==> src/led_port_pkg.sv <==
// constants and types shared by the serial load port and its buffer
package led_port_pkg;
    // clocking and refresh timing
    localparam int unsigned CLK_HZ      = 10_000_000;   // ref_clk rate
    localparam int unsigned REFRESH_HZ  = 1000;         // nominal, inside 700..1900 Hz
    localparam int unsigned BANK_COUNT  = 5;
    localparam int unsigned BANK_CYCLES = CLK_HZ / (REFRESH_HZ * BANK_COUNT);
    localparam int unsigned BANK_CNT_W  = 11;
    localparam logic [BANK_CNT_W-1:0] BANK_LAST = BANK_CNT_W'(BANK_CYCLES - 1);

    // register widths and frame lengths in bits
    localparam int unsigned CFG_W  = 8;
    localparam int unsigned DISP_W = 24;
    localparam int unsigned CNT_W  = 6;
    localparam logic [CNT_W-1:0] LEN_CFG       = 6'h08;   // single device, 1 byte
    localparam logic [CNT_W-1:0] LEN_DISP      = 6'h18;   // single device, 3 bytes
    localparam logic [CNT_W-1:0] LEN_CASC_CFG  = 6'h20;   // two devices, 4 bytes
    localparam logic [CNT_W-1:0] LEN_CASC_DISP = 6'h30;   // two devices, 6 bytes
    localparam logic [CNT_W-1:0] CNT_MAX       = 6'h3f;

    // reset values: configuration bit 0 low keeps the banks dark
    localparam logic [CFG_W-1:0]  CFG_RESET  = 8'h00;
    localparam logic [DISP_W-1:0] DISP_RESET = 24'h000000;
    localparam int unsigned CFG_ENABLE_BIT   = 0;

    // one buffered load: target flag on top, payload below
    localparam int unsigned LOAD_W     = DISP_W + 1;
    localparam int unsigned LOAD_SEL_BIT = DISP_W;

    // frame states, one-hot
    typedef enum logic [2:0] {
        PORT_IDLE  = 3'b001,
        PORT_FRAME = 3'b010,
        PORT_HOLD  = 3'b100
    } port_state_t;
endpackage : led_port_pkg

==> src/two_entry_buffer.sv <==
// two-entry valid/ready buffer carrying finished loads toward the registers
`timescale 1ns/1ns
`default_nettype none
module two_entry_buffer
    import led_port_pkg::*;
#(
    parameter int unsigned WIDTH = LOAD_W
) (
    input  wire logic             ref_clk,
    input  wire logic             rst_n,
    input  wire logic             inValid,
    output logic                  inReady,
    input  wire logic [WIDTH-1:0] inData,
    output logic                  outValid,
    input  wire logic             outReady,
    output logic      [WIDTH-1:0] outData
);
    logic [WIDTH-1:0] store [2];
    logic [WIDTH-1:0] next_store [2];
    logic             wrPtr;
    logic             next_wrPtr;
    logic             rdPtr;
    logic             next_rdPtr;
    logic [1:0]       fill;
    logic [1:0]       next_fill;
    logic             doPush;
    logic             doPop;

    // full and empty come straight from the fill count
    assign inReady  = (fill != 2'h2);
    assign outValid = (fill != 2'h0);
    assign outData  = store[rdPtr];
    assign doPush   = inValid && inReady;
    assign doPop    = outValid && outReady;

    // pointer and fill bookkeeping
    always_comb begin
        next_store = store;
        next_wrPtr = wrPtr;
        next_rdPtr = rdPtr;
        next_fill  = fill;
        if (doPush) begin
            next_store[wrPtr] = inData;
            next_wrPtr        = ~wrPtr;
        end
        if (doPop) begin
            next_rdPtr = ~rdPtr;
        end
        if (doPush && !doPop) begin
            next_fill = fill + 2'h1;
        end else if (doPop && !doPush) begin
            next_fill = fill - 2'h1;
        end
    end

    // storage needs no reset, only the bookkeeping does
    always_ff @(posedge ref_clk) begin
        store <= next_store;
        if (!rst_n) begin
            wrPtr <= 1'b0;
            rdPtr <= 1'b0;
            fill  <= 2'h0;
        end else begin
            wrPtr <= next_wrPtr;
            rdPtr <= next_rdPtr;
            fill  <= next_fill;
        end
    end
endmodule : two_entry_buffer
`default_nettype wire

==> src/led_serial_port.sv <==
// serial load port of the led driver with its bank refresh scan
`timescale 1ns/1ns
`default_nettype none
module led_serial_port
    import led_port_pkg::*;
(
    input  wire logic              ref_clk,
    input  wire logic              rst_n,
    input  wire logic              serialClk,
    input  wire logic              serialIn,
    input  wire logic              loadEnable_n,
    input  wire logic              cascaded,
    output logic                   serialOut,
    output logic      [CFG_W-1:0]  configReg,
    output logic      [DISP_W-1:0] displayReg,
    output logic      [4:0]        bankSelect
);
    ////////////////////////////////////////////////////////////////////////////
    // pin synchronisers and edge detection
    ////////////////////////////////////////////////////////////////////////////
    logic [1:0]  clkSync;
    logic [1:0]  dataSync;
    logic [1:0]  enSync;
    logic [1:0]  cascSync;
    logic        clkLast;
    logic        enLast;
    logic        clkRise;
    logic        clkFall;
    logic        enRise;
    logic        enLow;

    // two flops per pin; only the second stage is read beyond here
    always_ff @(posedge ref_clk) begin
        if (!rst_n) begin
            clkSync  <= 2'h0;
            dataSync <= 2'h0;
            enSync   <= 2'h3;
            cascSync <= 2'h0;
            clkLast  <= 1'b0;
            enLast   <= 1'b1;
        end else begin
            clkSync  <= {clkSync[0], serialClk};
            dataSync <= {dataSync[0], serialIn};
            enSync   <= {enSync[0], loadEnable_n};
            cascSync <= {cascSync[0], cascaded};
            clkLast  <= clkSync[1];
            enLast   <= enSync[1];
        end
    end

    assign clkRise = clkSync[1] && !clkLast;
    assign clkFall = !clkSync[1] && clkLast;
    assign enRise  = enSync[1] && !enLast;
    assign enLow   = !enSync[1];

    ////////////////////////////////////////////////////////////////////////////
    // frame length decoding
    ////////////////////////////////////////////////////////////////////////////
    // returns 2'b01 for config, 2'b10 for display, 2'b00 for no match
    function automatic logic [1:0] frame_target(input logic [CNT_W-1:0] bits,
                                                input logic            chain);
        logic [1:0] result;
        result = 2'b00;
        if (chain) begin
            if (bits == LEN_CASC_CFG) begin
                result = 2'b01;
            end else if (bits == LEN_CASC_DISP) begin
                result = 2'b10;
            end
        end else begin
            if (bits == LEN_CFG) begin
                result = 2'b01;
            end else if (bits == LEN_DISP) begin
                result = 2'b10;
            end
        end
        return result;
    endfunction : frame_target

    ////////////////////////////////////////////////////////////////////////////
    // shift frame state machine
    ////////////////////////////////////////////////////////////////////////////
    port_state_t         state;
    port_state_t         next_state;
    logic [DISP_W-1:0]   shifter;
    logic [DISP_W-1:0]   next_shifter;
    logic [CNT_W-1:0]    bitCount;
    logic [CNT_W-1:0]    next_bitCount;
    logic                next_serialOut;
    logic [LOAD_W-1:0]   pendWord;
    logic [LOAD_W-1:0]   next_pendWord;
    logic [1:0]          target;
    logic                bufInReady;

    assign target = frame_target(bitCount, cascSync[1]);

    // shifting, counting and capture of the finished frame
    always_comb begin
        next_state     = state;
        next_shifter   = shifter;
        next_bitCount  = bitCount;
        next_serialOut = serialOut;
        next_pendWord  = pendWord;
        case (state)
            PORT_IDLE: begin
                next_bitCount  = '0;
                next_serialOut = 1'b0;
                if (enLow) begin
                    next_state = PORT_FRAME;
                end
            end
            PORT_FRAME: begin
                if (enRise) begin
                    next_serialOut = 1'b0;
                    if (target == 2'b10) begin
                        next_pendWord = {1'b1, shifter};
                        next_state    = PORT_HOLD;
                    end else if (target == 2'b01) begin
                        next_pendWord = {1'b0, {(DISP_W-CFG_W){1'b0}},
                                         shifter[CFG_W-1:0]};
                        next_state    = PORT_HOLD;
                    end else begin
                        next_state = PORT_IDLE;
                    end
                end else if (clkRise) begin
                    // msb arrives first and moves up toward the top stage
                    next_shifter = {shifter[DISP_W-2:0], dataSync[1]};
                    if (bitCount != CNT_MAX) begin
                        next_bitCount = bitCount + 6'h01;
                    end
                end else if (clkFall) begin
                    next_serialOut = shifter[DISP_W-1];
                end
            end
            PORT_HOLD: begin
                // waits for buffer room; a stalled drain backs up to here
                next_serialOut = 1'b0;
                next_bitCount  = '0;
                if (bufInReady) begin
                    next_state = PORT_IDLE;
                end
            end
            default: begin
                next_state = PORT_IDLE;
            end
        endcase
    end

    // frame registers; reset forces the port back to idle
    always_ff @(posedge ref_clk) begin
        if (!rst_n) begin
            state     <= PORT_IDLE;
            shifter   <= DISP_RESET;
            bitCount  <= '0;
            serialOut <= 1'b0;
            pendWord  <= '0;
        end else begin
            state     <= next_state;
            shifter   <= next_shifter;
            bitCount  <= next_bitCount;
            serialOut <= next_serialOut;
            pendWord  <= next_pendWord;
        end
    end

    ////////////////////////////////////////////////////////////////////////////
    // load buffer between the port and the visible registers
    ////////////////////////////////////////////////////////////////////////////
    logic                bufOutValid;
    logic                bufOutReady;
    logic [LOAD_W-1:0]   bufOutData;

    two_entry_buffer #(
        .WIDTH (LOAD_W)
    ) loadBuffer (
        .ref_clk  (ref_clk),
        .rst_n    (rst_n),
        .inValid  (state == PORT_HOLD),
        .inReady  (bufInReady),
        .inData   (pendWord),
        .outValid (bufOutValid),
        .outReady (bufOutReady),
        .outData  (bufOutData)
    );

    ////////////////////////////////////////////////////////////////////////////
    // visible registers and bank refresh scan
    ////////////////////////////////////////////////////////////////////////////
    logic [BANK_CNT_W-1:0] bankTimer;
    logic [BANK_CNT_W-1:0] next_bankTimer;
    logic [4:0]            bankRing;
    logic [4:0]            next_bankRing;
    logic [CFG_W-1:0]      next_configReg;
    logic [DISP_W-1:0]     next_displayReg;
    logic [4:0]            next_bankSelect;
    logic                  bankEnd;

    // loads land only at a bank boundary, so a bank never changes mid-slot
    assign bankEnd     = (bankTimer == BANK_LAST);
    assign bufOutReady = bankEnd;

    always_comb begin
        next_bankTimer  = bankEnd ? '0 : bankTimer + 11'h001;
        next_bankRing   = bankEnd ? {bankRing[3:0], bankRing[4]} : bankRing;
        next_configReg  = configReg;
        next_displayReg = displayReg;
        if (bufOutValid && bufOutReady) begin
            // either register may be loaded at any bank boundary
            if (bufOutData[LOAD_SEL_BIT]) begin
                next_displayReg = bufOutData[DISP_W-1:0];
            end else begin
                next_configReg = bufOutData[CFG_W-1:0];
            end
        end
        // config bit 0 low blanks all banks
        next_bankSelect = next_configReg[CFG_ENABLE_BIT] ? next_bankRing : 5'h00;
    end

    always_ff @(posedge ref_clk) begin
        if (!rst_n) begin
            bankTimer  <= '0;
            bankRing   <= 5'h01;
            configReg  <= CFG_RESET;
            displayReg <= DISP_RESET;
            bankSelect <= 5'h00;
        end else begin
            bankTimer  <= next_bankTimer;
            bankRing   <= next_bankRing;
            configReg  <= next_configReg;
            displayReg <= next_displayReg;
            bankSelect <= next_bankSelect;
        end
    end
endmodule : led_serial_port
`default_nettype wire

==> config.mk <==
export PLATFORM = sky130hd
export DESIGN_NAME = led_serial_port
export DESIGN_NICKNAME = d
export VERILOG_FILES = /design/src/led_port_pkg.sv /design/src/two_entry_buffer.sv /design/src/led_serial_port.sv
export SDC_FILE = /design/constraint.sdc
export NUM_CORES = 1
export LEC_CHECK = 0
export BUFFER_PORTS_ARGS = -buffer_cell sky130_fd_sc_hd__buf_2
export CAP_MARGIN = 40
export CORE_UTILIZATION = 45
export CTS_BUF_LIST = sky130_fd_sc_hd__clkbuf_16
export CTS_CLUSTER_DIAMETER = 200
export DETAILED_ROUTE_END_ITERATION = 8
export GPL_ROUTABILITY_DRIVEN = 0
export PLACE_DENSITY = 0.61
export SETUP_SLACK_MARGIN = 0.2
export SLEW_MARGIN = 20
export SYNTH_ARGS = -nofsm -noshare
export SYNTH_HDL_FRONTEND = slang
export SYNTH_SLANG_ARGS = --single-unit
==> constraint.sdc <==
create_clock -name ref_clk -period 6.1 [get_ports ref_clk]
set_clock_uncertainty 0.1 [all_clocks]
set_input_delay 0.61 -clock ref_clk [delete_from_list [all_inputs] [get_ports ref_clk]]
set_output_delay 0.61 -clock ref_clk [all_outputs]
set_load 0.02 [all_outputs]
After elaboration in Yosys (flattened, before gate mapping). Cells that the tools add are included.

Latch bits: 0. Memories kept: 0. Output and inout bits: 38. Input port bits: 6. Memory bits (writable): 0. Flip-flop bits (word level): 176. Memory bits (read-only): 0.

Multiplexer cells: 32. Divide/modulo/power cells: 0. Multiply operators: 0. Add/sub/neg operators: 4. Reductions and logical operators: 27. Equality and inequality tests: 20. Bitwise operators: 7. Shift-type cells: 0. Order comparisons: 3.

Operators with widths (count): $mux W25 (6); $bwmux W50 (1); $demux W25 S1 (1); $mux W6 (3); $mux W3 (5); $mux W2 (7); $ne A2 B2 Y1 const B (7); $eq A6 B6 Y1 const B (2); $pmux W6 S2 (1); $reduce_and A3 Y1 (4); $add A11 B1 Y11 const B (1); $eq A11 B11 Y1 const B (1); $pmux W3 S3 (1); $logic_and A1 B1 Y1 (8); $reduce_bool A2 Y1 (4); $add A6 B1 Y6 const B (1); $eq A6 B4 Y1 const B (1); $eq A6 B5 Y1 const B (1); $ne A3 B3 Y1 const B (2); $ne A6 B6 Y1 const B (1); $reduce_and A2 Y1 (3); $logic_not A1 Y1 (5); $mux W1 (5); $mux W5 (1); other kinds (14) (21).

Depth between registers and ports, before layout. Gate-level depths: netlist of the first run.

Depth in word-level cells: 9. Depth in mapped cells: 9. Depth with buffers taken out: 8.

By module. From an unflattened synthesis of the first run, not the netlist that was laid out.

Cell total of the unflattened synthesis: 600. Area total of the unflattened synthesis: 6557.5 um^2.

By module, submodules not included: led_serial_port (instances 1, area an instance 4540.6 um^2, cells each 500); two_entry_buffer (instances 1, area an instance 2016.9 um^2, cells each 100).

Worst setup path before layout of the first run. OpenSTA, ideal clock, no wires.

Path kind: register to register. Start: register state[1]. End: register loadBuffer.store[25] in the netlist's numbering, enable pin. Buffers on the path: 1. Stages on the path, launching flop included: 4. Clock period less this slack: 3.703 ns. Setup slack: 2.397 ns. Arrival: 3.129 ns. Setup time: 0.473 ns. Cells stage by stage: dfxtp_1 -> clkbuf_1 -> nand2b_1 -> nor4_1.

Word-level cells in the longest chain between the ends: 2.

RTL lines: start: declaration (line led_serial_port.sv:83) `port_state_t state;`; start signal: assignment (line led_serial_port.sv:158) `state <= next_state;`; $eq A3 B3 Y1 (line led_serial_port.sv:178) `.inValid (state == PORT_HOLD),`; $logic_and A1 B1 Y1 (line two_entry_buffer.sv:33) `assign doPush = inValid && inReady;`; end signal: assignment (line two_entry_buffer.sv:58) `store <= next_store;`; end: declaration (line two_entry_buffer.sv:18) `logic [WIDTH-1:0] store [2];`.

Every way passes these cells. A chain may end at the register's enable or synchronous reset.

Worst setup path after layout of the first run.
Start: register loadBuffer.rdPtr. End: register bankSelect[1].

Word-level cells in the longest chain between the ends: 7.

RTL lines: start: declaration (line two_entry_buffer.sv:22) `logic rdPtr;`; start signal: assignment (line two_entry_buffer.sv:65) `rdPtr <= next_rdPtr;`; $not A1 Y2 (not written as such) (line two_entry_buffer.sv:32) `assign outData = store[rdPtr];`; $mux W25 (not written as such) (3 in a row) (line two_entry_buffer.sv:32); $mux W1 (line led_serial_port.sv:209) `if (bufOutData[LOAD_SEL_BIT]) begin`; $mux W1 (line led_serial_port.sv:207) `if (bufOutValid && bufOutReady) begin`; $reduce_and A2 Y1 (no line); end signal: assignment (line led_serial_port.sv:231) `bankSelect <= next_bankSelect;`; end: declaration (line led_serial_port.sv:16) `output logic [4:0] bankSelect`.

Every way passes these cells. The select of a mux whose other input is x is not followed.

==> results of run 1 <==
-- per-layer routing --
layer  share of wire, %  routed length [um]  up-vias  GRT usage, %
li1                   -                   -     2287             -
met1                 51                6330     2099          23.0
met2                 44                5460       77          25.1
met3                3.8                 466        5          5.05
met4               0.57                  70        0          5.38
met5                  0                   0        -             0
-- registers in the layout, indices dropped and copies added, names as in the netlist, 3 cells and up --
signal / count
loadBuffer.store: 50
bankSelect: 5
bankRing: 5
state: 3
bitCount: 6
displayReg: 24
configReg: 8
shifter: 24
pendWord: 25
bankTimer: 11
-- per-stage QoR --
step	setup WS, ps	util, %
global placement	3280	48.9
detailed placement	3390	49.5
floorplan	2400	-
finish	3390	53.5
global route	3140	53.5
CTS	3380	53.5
-- worst max-delay path, stage by stage, from the launching register on --
cell     delay, ps
dfxtp_1        300
buf_4          360
mux2_4         520
nor4_4         630
mux2i_1        530
nor3b_1        120
-- logic make-up (layout without fill, tap and decap cells) --
group,Yosys count,count (layout)
mux,41,41
compound gates,107,107
flops,176,176
simple gates,247,247
buf+inv,44,90
fa+ha+maj,5,5
xor+xnor,12,12
-- layout by cell type, fill, tap and decap left out, types with 3 or more instances in the layout --
master     count
o21ai_1       11
buf_6          3
dfxtp_1      126
nand3_1       37
nand2b_1       8
or3_1          4
buf_2         44
and3b_1       17
nor3_1         4
nor2_1        14
nor2b_1       19
edfxtp_1      50
a21oi_1       23
and3_1         4
nand2_1       93
mux2i_1       32
clkinv_1       4
mux2_2         6
nor3b_1        8
xor2_1         7
and2_1        15
buf_4          5
a21boi_1      58
nand4_1       12
clkbuf_16     18
bufinv_16      3
o21ai_0        5
xnor2_1        5
clkinv_2       4
nor4_4         3
ha_1           5
inv_1          3
-- power by group --
group / internal [mW] / switching (mW)
Sequential: 1.20 / 0.00457
Clock: 0.658 / 0.423
Combinational: 0.0145 / 0.0152
Total: 1.87 / 0.442
-- worst max-delay path by stage --
stage	from	endpoint	slack (ps)	cells after the start
after floorplan	state[1]	loadBuffer.store[25]	2400	3
after global placement	bitCount[3]	pendWord[17]	3280	8
after detailed placement	loadBuffer.rdPtr	bankSelect[1]	3390	5
after CTS	loadBuffer.rdPtr	bankSelect[1]	3380	5
after global routing	loadBuffer.rdPtr	bankSelect[1]	3140	5
final	loadBuffer.rdPtr	bankSelect[1]	3390	5
-- cell type report --
type / instances / area (um2)
clock inverters: 14 / 144
multi-input cells: 412 / 2650
flip-flops and latches: 176 / 4020
clock buffers: 18 / 450
repair buffers: 54 / 327
inverters: 4 / 15.0
fillers: 1262 / 6800
well taps: 184 / 230
==> flow_metrics.tcl, run 1 <==
set metrics [dict create \
    grt_pass1_vias 4297 \
    grt_overflow 0 \
    yosys.area_share.simple_pct 19.4 \
    ys_ff_latch 176 \
    synth_top_cells_by_count "dfxtp_1, nand2_1, a21boi_1" \
    r2r-end "bankSelect[1]" \
    syn_area_per_cell_um2 10.8 \
    period_share_pct 44.4 \
    drc 0 \
    cp.required_ps 6280 \
    start_util_pct 46.6 \
    path_clk_slew_ps 60 \
    routedWlPerCell_um 14.3 \
    yosysMostFrequentCell "dfxtp_1" \
    dp_hpwl_um 8230 \
    startpoint_type "flip-flop" \
    synth_top_cells_by_area "dfxtp_1, edfxtp_1, a21boi_1, nand2_1, mux2i_1" \
    cts_root_buf "clkbuf_16" \
    place_area_mm2 0.00725 \
    htree_levels 4 \
    min_to "enSync[0]" \
    setup_viol 0 \
    synth_edf_count 50 \
    clock-sinks 176 \
    tightest_slew_ps 738 \
    slew_headroom_pct 50.8 \
    rsz0062_at_grt "false" \
    synth_compound_area_share_pct 10.4 \
    cp_max_fo 42 \
    die_h_um 125 \
    synth_area_mm2 0.00683 \
    seq_area_frac_synth_pct 58.9 \
    worstPathArrival_ps 2890 \
    maxCapViolCount 0 \
    portBuffers 43 \
    syn-instance-count 632 \
    cts_tree "done" \
    max-vdd-ir-drop_mv 0.201 \
    die_area_mm2 0.0157 \
    total_power_mw 2.31 \
    insertion_delay_ps 420 \
    slew_viol_final 0 \
    synth_top_family_by_area "simple AND/OR/NAND/NOR gates" \
    drt_iter0_drc 280 \
    ant_nets 0 \
    power_density_mw_per_mm2 295 \
    yosys.area.top_type "dfxtp_1" \
    cts_buffers 17 \
    drive_gt1_share_pct 14.0 \
    outcome "completed" \
    placed_cells 830 \
    grt_pass1_wl_um 20900 \
    fin_cells 862 \
    r2r_start "loadBuffer.rdPtr" \
    yosysUniqueCellTypes 46 \
    io-pin-count 44 \
    synthXorXnorAreaFrac_pct 1.54 \
    finalInstanceArea_mm2 0.00784 \
    min_path_cells 2 \
    synth_nets 643 \
    postCtsHoldBufs 0 \
    hold_ws_ps 269 \
    fp-row-count 44 \
    antenna_found_initial 0 \
    syn2layout_area_growth_pct 14.9 \
    ff2ff_setup_slack_ps 3390 \
    power.leakage_nw 2.89 \
    grt_max_degree 66 \
    grt_use_total_pct 16.7 \
    ys_async_sr_fraction_pct 0 \
    drt_pass1_iterations 6 \
    ff2ff_path_depth 5 \
    vias 4468 \
    viasPerCell 5.18 \
    antenna_cells 0 \
    final.setup.tns_ps 0 \
    crit_type "reg2reg" \
    hold_violations 0 \
    min_from "loadEnable_n" \
    synthFlopType "dfxtp_1" \
    cts-resized-gates 0 \
    end_kind "flip-flop" \
    yosys_warnings 0 \
    synth_adder_area_share_pct 0.916 \
    core-area_mm2 0.0146 \
    cts_buffer_depth 2 \
    synth.area.mux_share_pct 6.23 \
    hold_class "in2reg" \
    post_cts_buffers 0 \
    synth.top_cell.area_share_pct 37.0 \
    fin_crit_ps 2710 \
    fmax_ghz 0.370 \
    die_w_um 125 \
    routed_wirelength_um 12300 \
    nets 676 \
]
Note: power is estimated with default switching activity, not from simulation.
==> run 2: changes to the inputs <==
PLACE_DENSITY = 0.63   (was 0.61)
clock period = 2.4 ns   (was 6.1 ns; I/O delays follow)
==> flow_metrics.tcl, run 2 (synthesized netlist as in run 1, its figures left out) <==
set metrics [dict create \
    syn2layout_area_growth_pct 18.1 \
    grt_pass1_vias 4389 \
    antenna_cells 0 \
    rsz0062_at_grt "true" \
    top_register "loadBuffer.store" \
    crit_start "bitCount[5]" \
    routedWlPerCell_um 14.5 \
    maxCapViolCount 0 \
    io-pin-count 44 \
    end_kind "flip-flop" \
    grt_use_total_pct 17.3 \
    cts_tree "done" \
    antenna_found_initial 0 \
    core-area_mm2 0.0146 \
    fin_cells 876 \
    dp_hpwl_um 8170 \
    period_share_pct 86.2 \
    slew_viol_final 0 \
    drive_gt1_share_pct 16.9 \
    cts_buffers 17 \
    crit_type "reg2reg" \
    hold_class "in2reg" \
    die_area_mm2 0.0157 \
    reg.largest.list "loadBuffer.store x50, pendWord x25" \
    ant_nets 0 \
    r2r_start "bitCount[5]" \
    drc 0 \
    htree_levels 4 \
    die_h_um 125 \
    drt_pass1_iterations 7 \
    viasPerCell 5.22 \
    power_density_mw_per_mm2 733 \
    fp-row-count 44 \
    nets 690 \
    hold_violations 0 \
    outcome "completed" \
    grt_overflow 0 \
    vias 4571 \
    cts_buffer_depth 2 \
    max-vdd-ir-drop_mv 0.564 \
    worstPathArrival_ps 2330 \
    cts_root_buf "clkbuf_16" \
    layout_common_cells "dfxtp_1, nand2_1, a21boi_1, edfxtp_1, buf_2" \
    grt_max_degree 41 \
    placed_cells 836 \
    layout_commonest_cell "dfxtp_1" \
    num-fill-cells 1268 \
    clock-sinks 176 \
    path_clk_slew_ps 70 \
    min_from "rst_n" \
    die_w_um 125 \
    slew_headroom_pct 58.6 \
    cp.required_ps 2660 \
    start_util_pct 46.6 \
    cp_max_fo 12 \
    portBuffers 43 \
    power.leakage_nw 2.98 \
    routed_wirelength_um 12700 \
    startpoint_type "flip-flop" \
    drt_iter0_drc 318 \
    largest_reg_flops 50 \
    tightest_slew_ps 617 \
    fin_crit_ps 2070 \
    insertion_delay_ps 430 \
    fmax_ghz 0.483 \
    setup_viol 0 \
    grt_pass1_wl_um 21500 \
    final.setup.tns_ps 0 \
]
[run 2: cell count changes in the layout (fill, tap and decap cells not counted), moves of 3 or more]
cell           previous run  this run
buf_4                     5        17
clkinv_1                  4         0
dlygate4sd3_1             0         4
clkinvlp_4                2         5
ha_1                      5         2
[run 2: cell type report]
class	count	area, um2	area share, %
inverters	4	15.0	0.186
repair buffers	68	467	5.79
well taps	184	230	2.86
clock inverters	15	171	2.13
clock buffers	17	425	5.28
multi-input cells	412	2720	33.8
flip-flops and latches	176	4030	50.0
[run 2: stage by stage]
step / instance area (um2) / worst slack (ps) / hold slack [ps] / util (%) / power [mW]
2_1_floorplan: 6930 / 197 / 241 / - / 3.18
5_1_grt: 8060 / 185 / 190 / 55.0 / 6.08
6_report: 8060 / 331 / 143 / 55.0 / 5.91
3_5_place_dp: 7340 / 173 / 293 / 50.1 / 3.21
3_3_place_gp: 7340 / 275 / 290 / 50.1 / 3.20
4_1_cts: 8020 / 251 / 145 / 54.8 / 5.96
[run 2: where the power goes]
group          switching [mW]  total [mW]  internal, mW
Clock                    1.13        2.76          1.63
Sequential             0.0123        3.06          3.05
Combinational          0.0426      0.0838        0.0412
[run 2: metal layers]
layer	share of wire [%]	wire (um)	global-route usage, %
met4	1.3	163	7.17
met1	50	6390	22.9
met3	2.9	362	3.85
met5	0	0	0
met2	45	5760	27.5
[run 2: what timing repair did]
action	4_1_cts	5_1_grt
hold buffers	4	0
gates cloned	1	0
buffers inserted	1	2
endpoints found under the setup margin	16	28
resized for setup	1	8
hold endpoints to repair	4	0
pin swaps	1	2
[run 2: worst paths after layout]
| check | to | slack (ps) | cells past startpoint |
|---|---|---|---|
| worst max register to register | pendWord[8] | 330 | 9 |
| worst min register to register | enSync[1] | 310 | 1 |
| worst min-delay path | enSync[0] | 140 | 2 |
| worst max-delay path | pendWord[8] | 330 | 9 |
[run 2: critical path: stages (launching register included)]
cell and delay (ps):
dfxtp_4 370, nor3b_4 210, a21oi_2 50, nor3b_2 180, nand2b_1 120, ha_4 270
nor4_4 160, bufbuf_16 320, nand3_1 80, a21boi_1 140
==> run 3: changes to the inputs <==
ABC_AREA = 1   (was unset)
PLACE_DENSITY = 0.64   (was 0.63)
==> flow_metrics.tcl, run 3 <==
set metrics [dict create \
    clock-sinks 176 \
    die_area_mm2 0.0155 \
    pre_cts_ws_ps 274 \
    worstPathArrival_ps 2280 \
    htree_levels 4 \
    cp.required_ps 2620 \
    ant_nets 0 \
    cts_tree "done" \
    place_area_mm2 0.00718 \
    ys_async_sr_fraction_pct 0 \
    die_h_um 125 \
    period_share_pct 85.6 \
    portBuffers 43 \
    multiInputGateArea_mm2 0.00228 \
    fin_ws_ps 345 \
    drive_gt1_share_pct 12.9 \
    startpoint_type "flip-flop" \
    num-fill-cells 1342 \
    postLayoutCoreUtil_pct 53.8 \
    max-vdd-ir-drop_mv 0.554 \
    power.leakage_nw 3.39 \
    syn_area_per_cell_um2 8.36 \
    hold_violations 0 \
    synth_nets 821 \
    tightest_slew_ps 433 \
    final-seq-area_mm2 0.00402 \
    yosys_warnings 0 \
    cts_buffers 17 \
    drc 0 \
    ys_ff_latch 176 \
    yosysUniqueCellTypes 29 \
    nets 873 \
    setup_viol 0 \
    fp-row-count 44 \
    routedWlPerCell_um 11.3 \
    insertion_delay_ps 430 \
    synth_top_cells_by_area "dfxtp_1, edfxtp_1, nand2_1, nor2_1, inv_1" \
    grt_max_degree 41 \
    cts_buffer_depth 2 \
    synth.top_cell.area_share_pct 37.3 \
    fmax_ghz 0.487 \
    routed_wirelength_um 12000 \
    outcome "completed" \
    hold_class "in2reg" \
    crit_type "reg2reg" \
    yosys.area.top_type "dfxtp_1" \
    syn-instance-count 810 \
    power_density_mw_per_mm2 790 \
    syn2layout_area_growth_pct 16.0 \
    dp_hpwl_um 7730 \
    largest_reg_flops 50 \
    seq_area_frac_synth_pct 59.4 \
    rsz0062_at_grt "false" \
    drt_iter0_drc 234 \
    antenna_found_initial 0 \
    slew_viol_final 0 \
    end_kind "flip-flop" \
    yosysMostFrequentCell "nand2_1" \
    grt_pass1_wl_um 20500 \
    slew_headroom_pct 70.8 \
    maxCapViolCount 0 \
    post_cts_buffers 0 \
    fin_crit_ps 2050 \
    antenna_cells 0 \
    die_w_um 125 \
    grt_pass1_vias 4377 \
    total_power_mw 6.20 \
    grt_use_total_pct 16.6 \
    synth_top_cells_by_count "nand2_1, nor2_1, dfxtp_1" \
    synthFlopType "dfxtp_1" \
    grt_overflow 0 \
    reg.largest.list "loadBuffer.store x50, pendWord x25" \
    core-area_mm2 0.0146 \
    drt_pass1_iterations 4 \
    layout_common_cells "nand2_1, nor2_1, dfxtp_1, inv_1, edfxtp_1" \
    io-pin-count 44 \
    synth_area_mm2 0.00677 \
    start_util_pct 46.4 \
    final.setup.tns_ps 0 \
    vias 4850 \
    layout_commonest_cell "nand2_1" \
    viasPerCell 4.58 \
    path_clk_slew_ps 70 \
    cp_max_fo 25 \
    cts_root_buf "clkbuf_16" \
    top_register "loadBuffer.store" \
    finalInstanceArea_mm2 0.00785 \
    synth_edf_count 50 \
]
## run 3: worst max-delay path: stages, from the launching register on
cell      delay [ps]
dfxtp_1          340
inv_1            120
nand3_1          100
a211oi_2         250
and2_1           160
ha_1             230
nor2_1           130
nand2_2           80
buf_4            210
o21ai_0          170
nor2_1            50
## run 3: routing by layer
layer | vias up | share of wire (%) | GRT usage [%]
li1 | 2642 | - | -
met2 | 71 | 42 | 24.8
met3 | 16 | 3.8 | 4.64
met4 | 0 | 1.5 | 7.16
met5 | - | 0 | 0
met1 | 2121 | 52 | 22.5
## run 3: path summary, 6_finish.rpt
kind,start,endpoint,slack (ps),cells after the start
max,bitCount[3],pendWord[7],350,10
min,rst_n,bankRing[0],60,2
max reg2reg,bitCount[3],pendWord[7],350,10
min reg2reg,enSync[0],enSync[1],310,1
## run 3: kinds of logic (layout without fill, tap and decap cells)
family                     Yosys count  in the layout  share of synthesized area (%)
muxes                                7              7                           1.04
AOI/OAI and AO/OA                   81             81                           6.12
and+or+nand+nor                    419            419                           24.8
DFF                                176            176                           59.4
adders and majority gates            5              5                          0.924
buffers and inverters              117            182                           7.02
xor gates and xnor gates             5              5                          0.647
## run 3: report_power, final
group	internal, mW	switching [mW]	leakage, nW
logic	0.0780	0.157	1.64
clock network	1.74	1.13	0.300
registers	3.07	0.0263	1.44
total	4.89	1.32	3.39
## run 3: area by class of cell
class                   instances  area share (%)
repair buffers                 61            4.59
flip-flops and latches        176            51.2
inverters                      89            4.32
multi-input cells             517            29.1
clock buffers                  17            5.42
well taps                     184            2.93
clock inverters                15            2.44
## run 3: through the flow
step                      cells  hold slack (ps)
after floorplan             810              238
after global placement     1023              294
after detailed placement   1023              299
after CTS                  1059             47.4
after global routing       1059             65.5
final                      1059             57.7
## run 3: repair_timing
action                                 CTS  global route
gates resized for setup                  0            10
hold buffers                             4             0
endpoints found under the hold margin    4             0
setup endpoints to repair                0            25
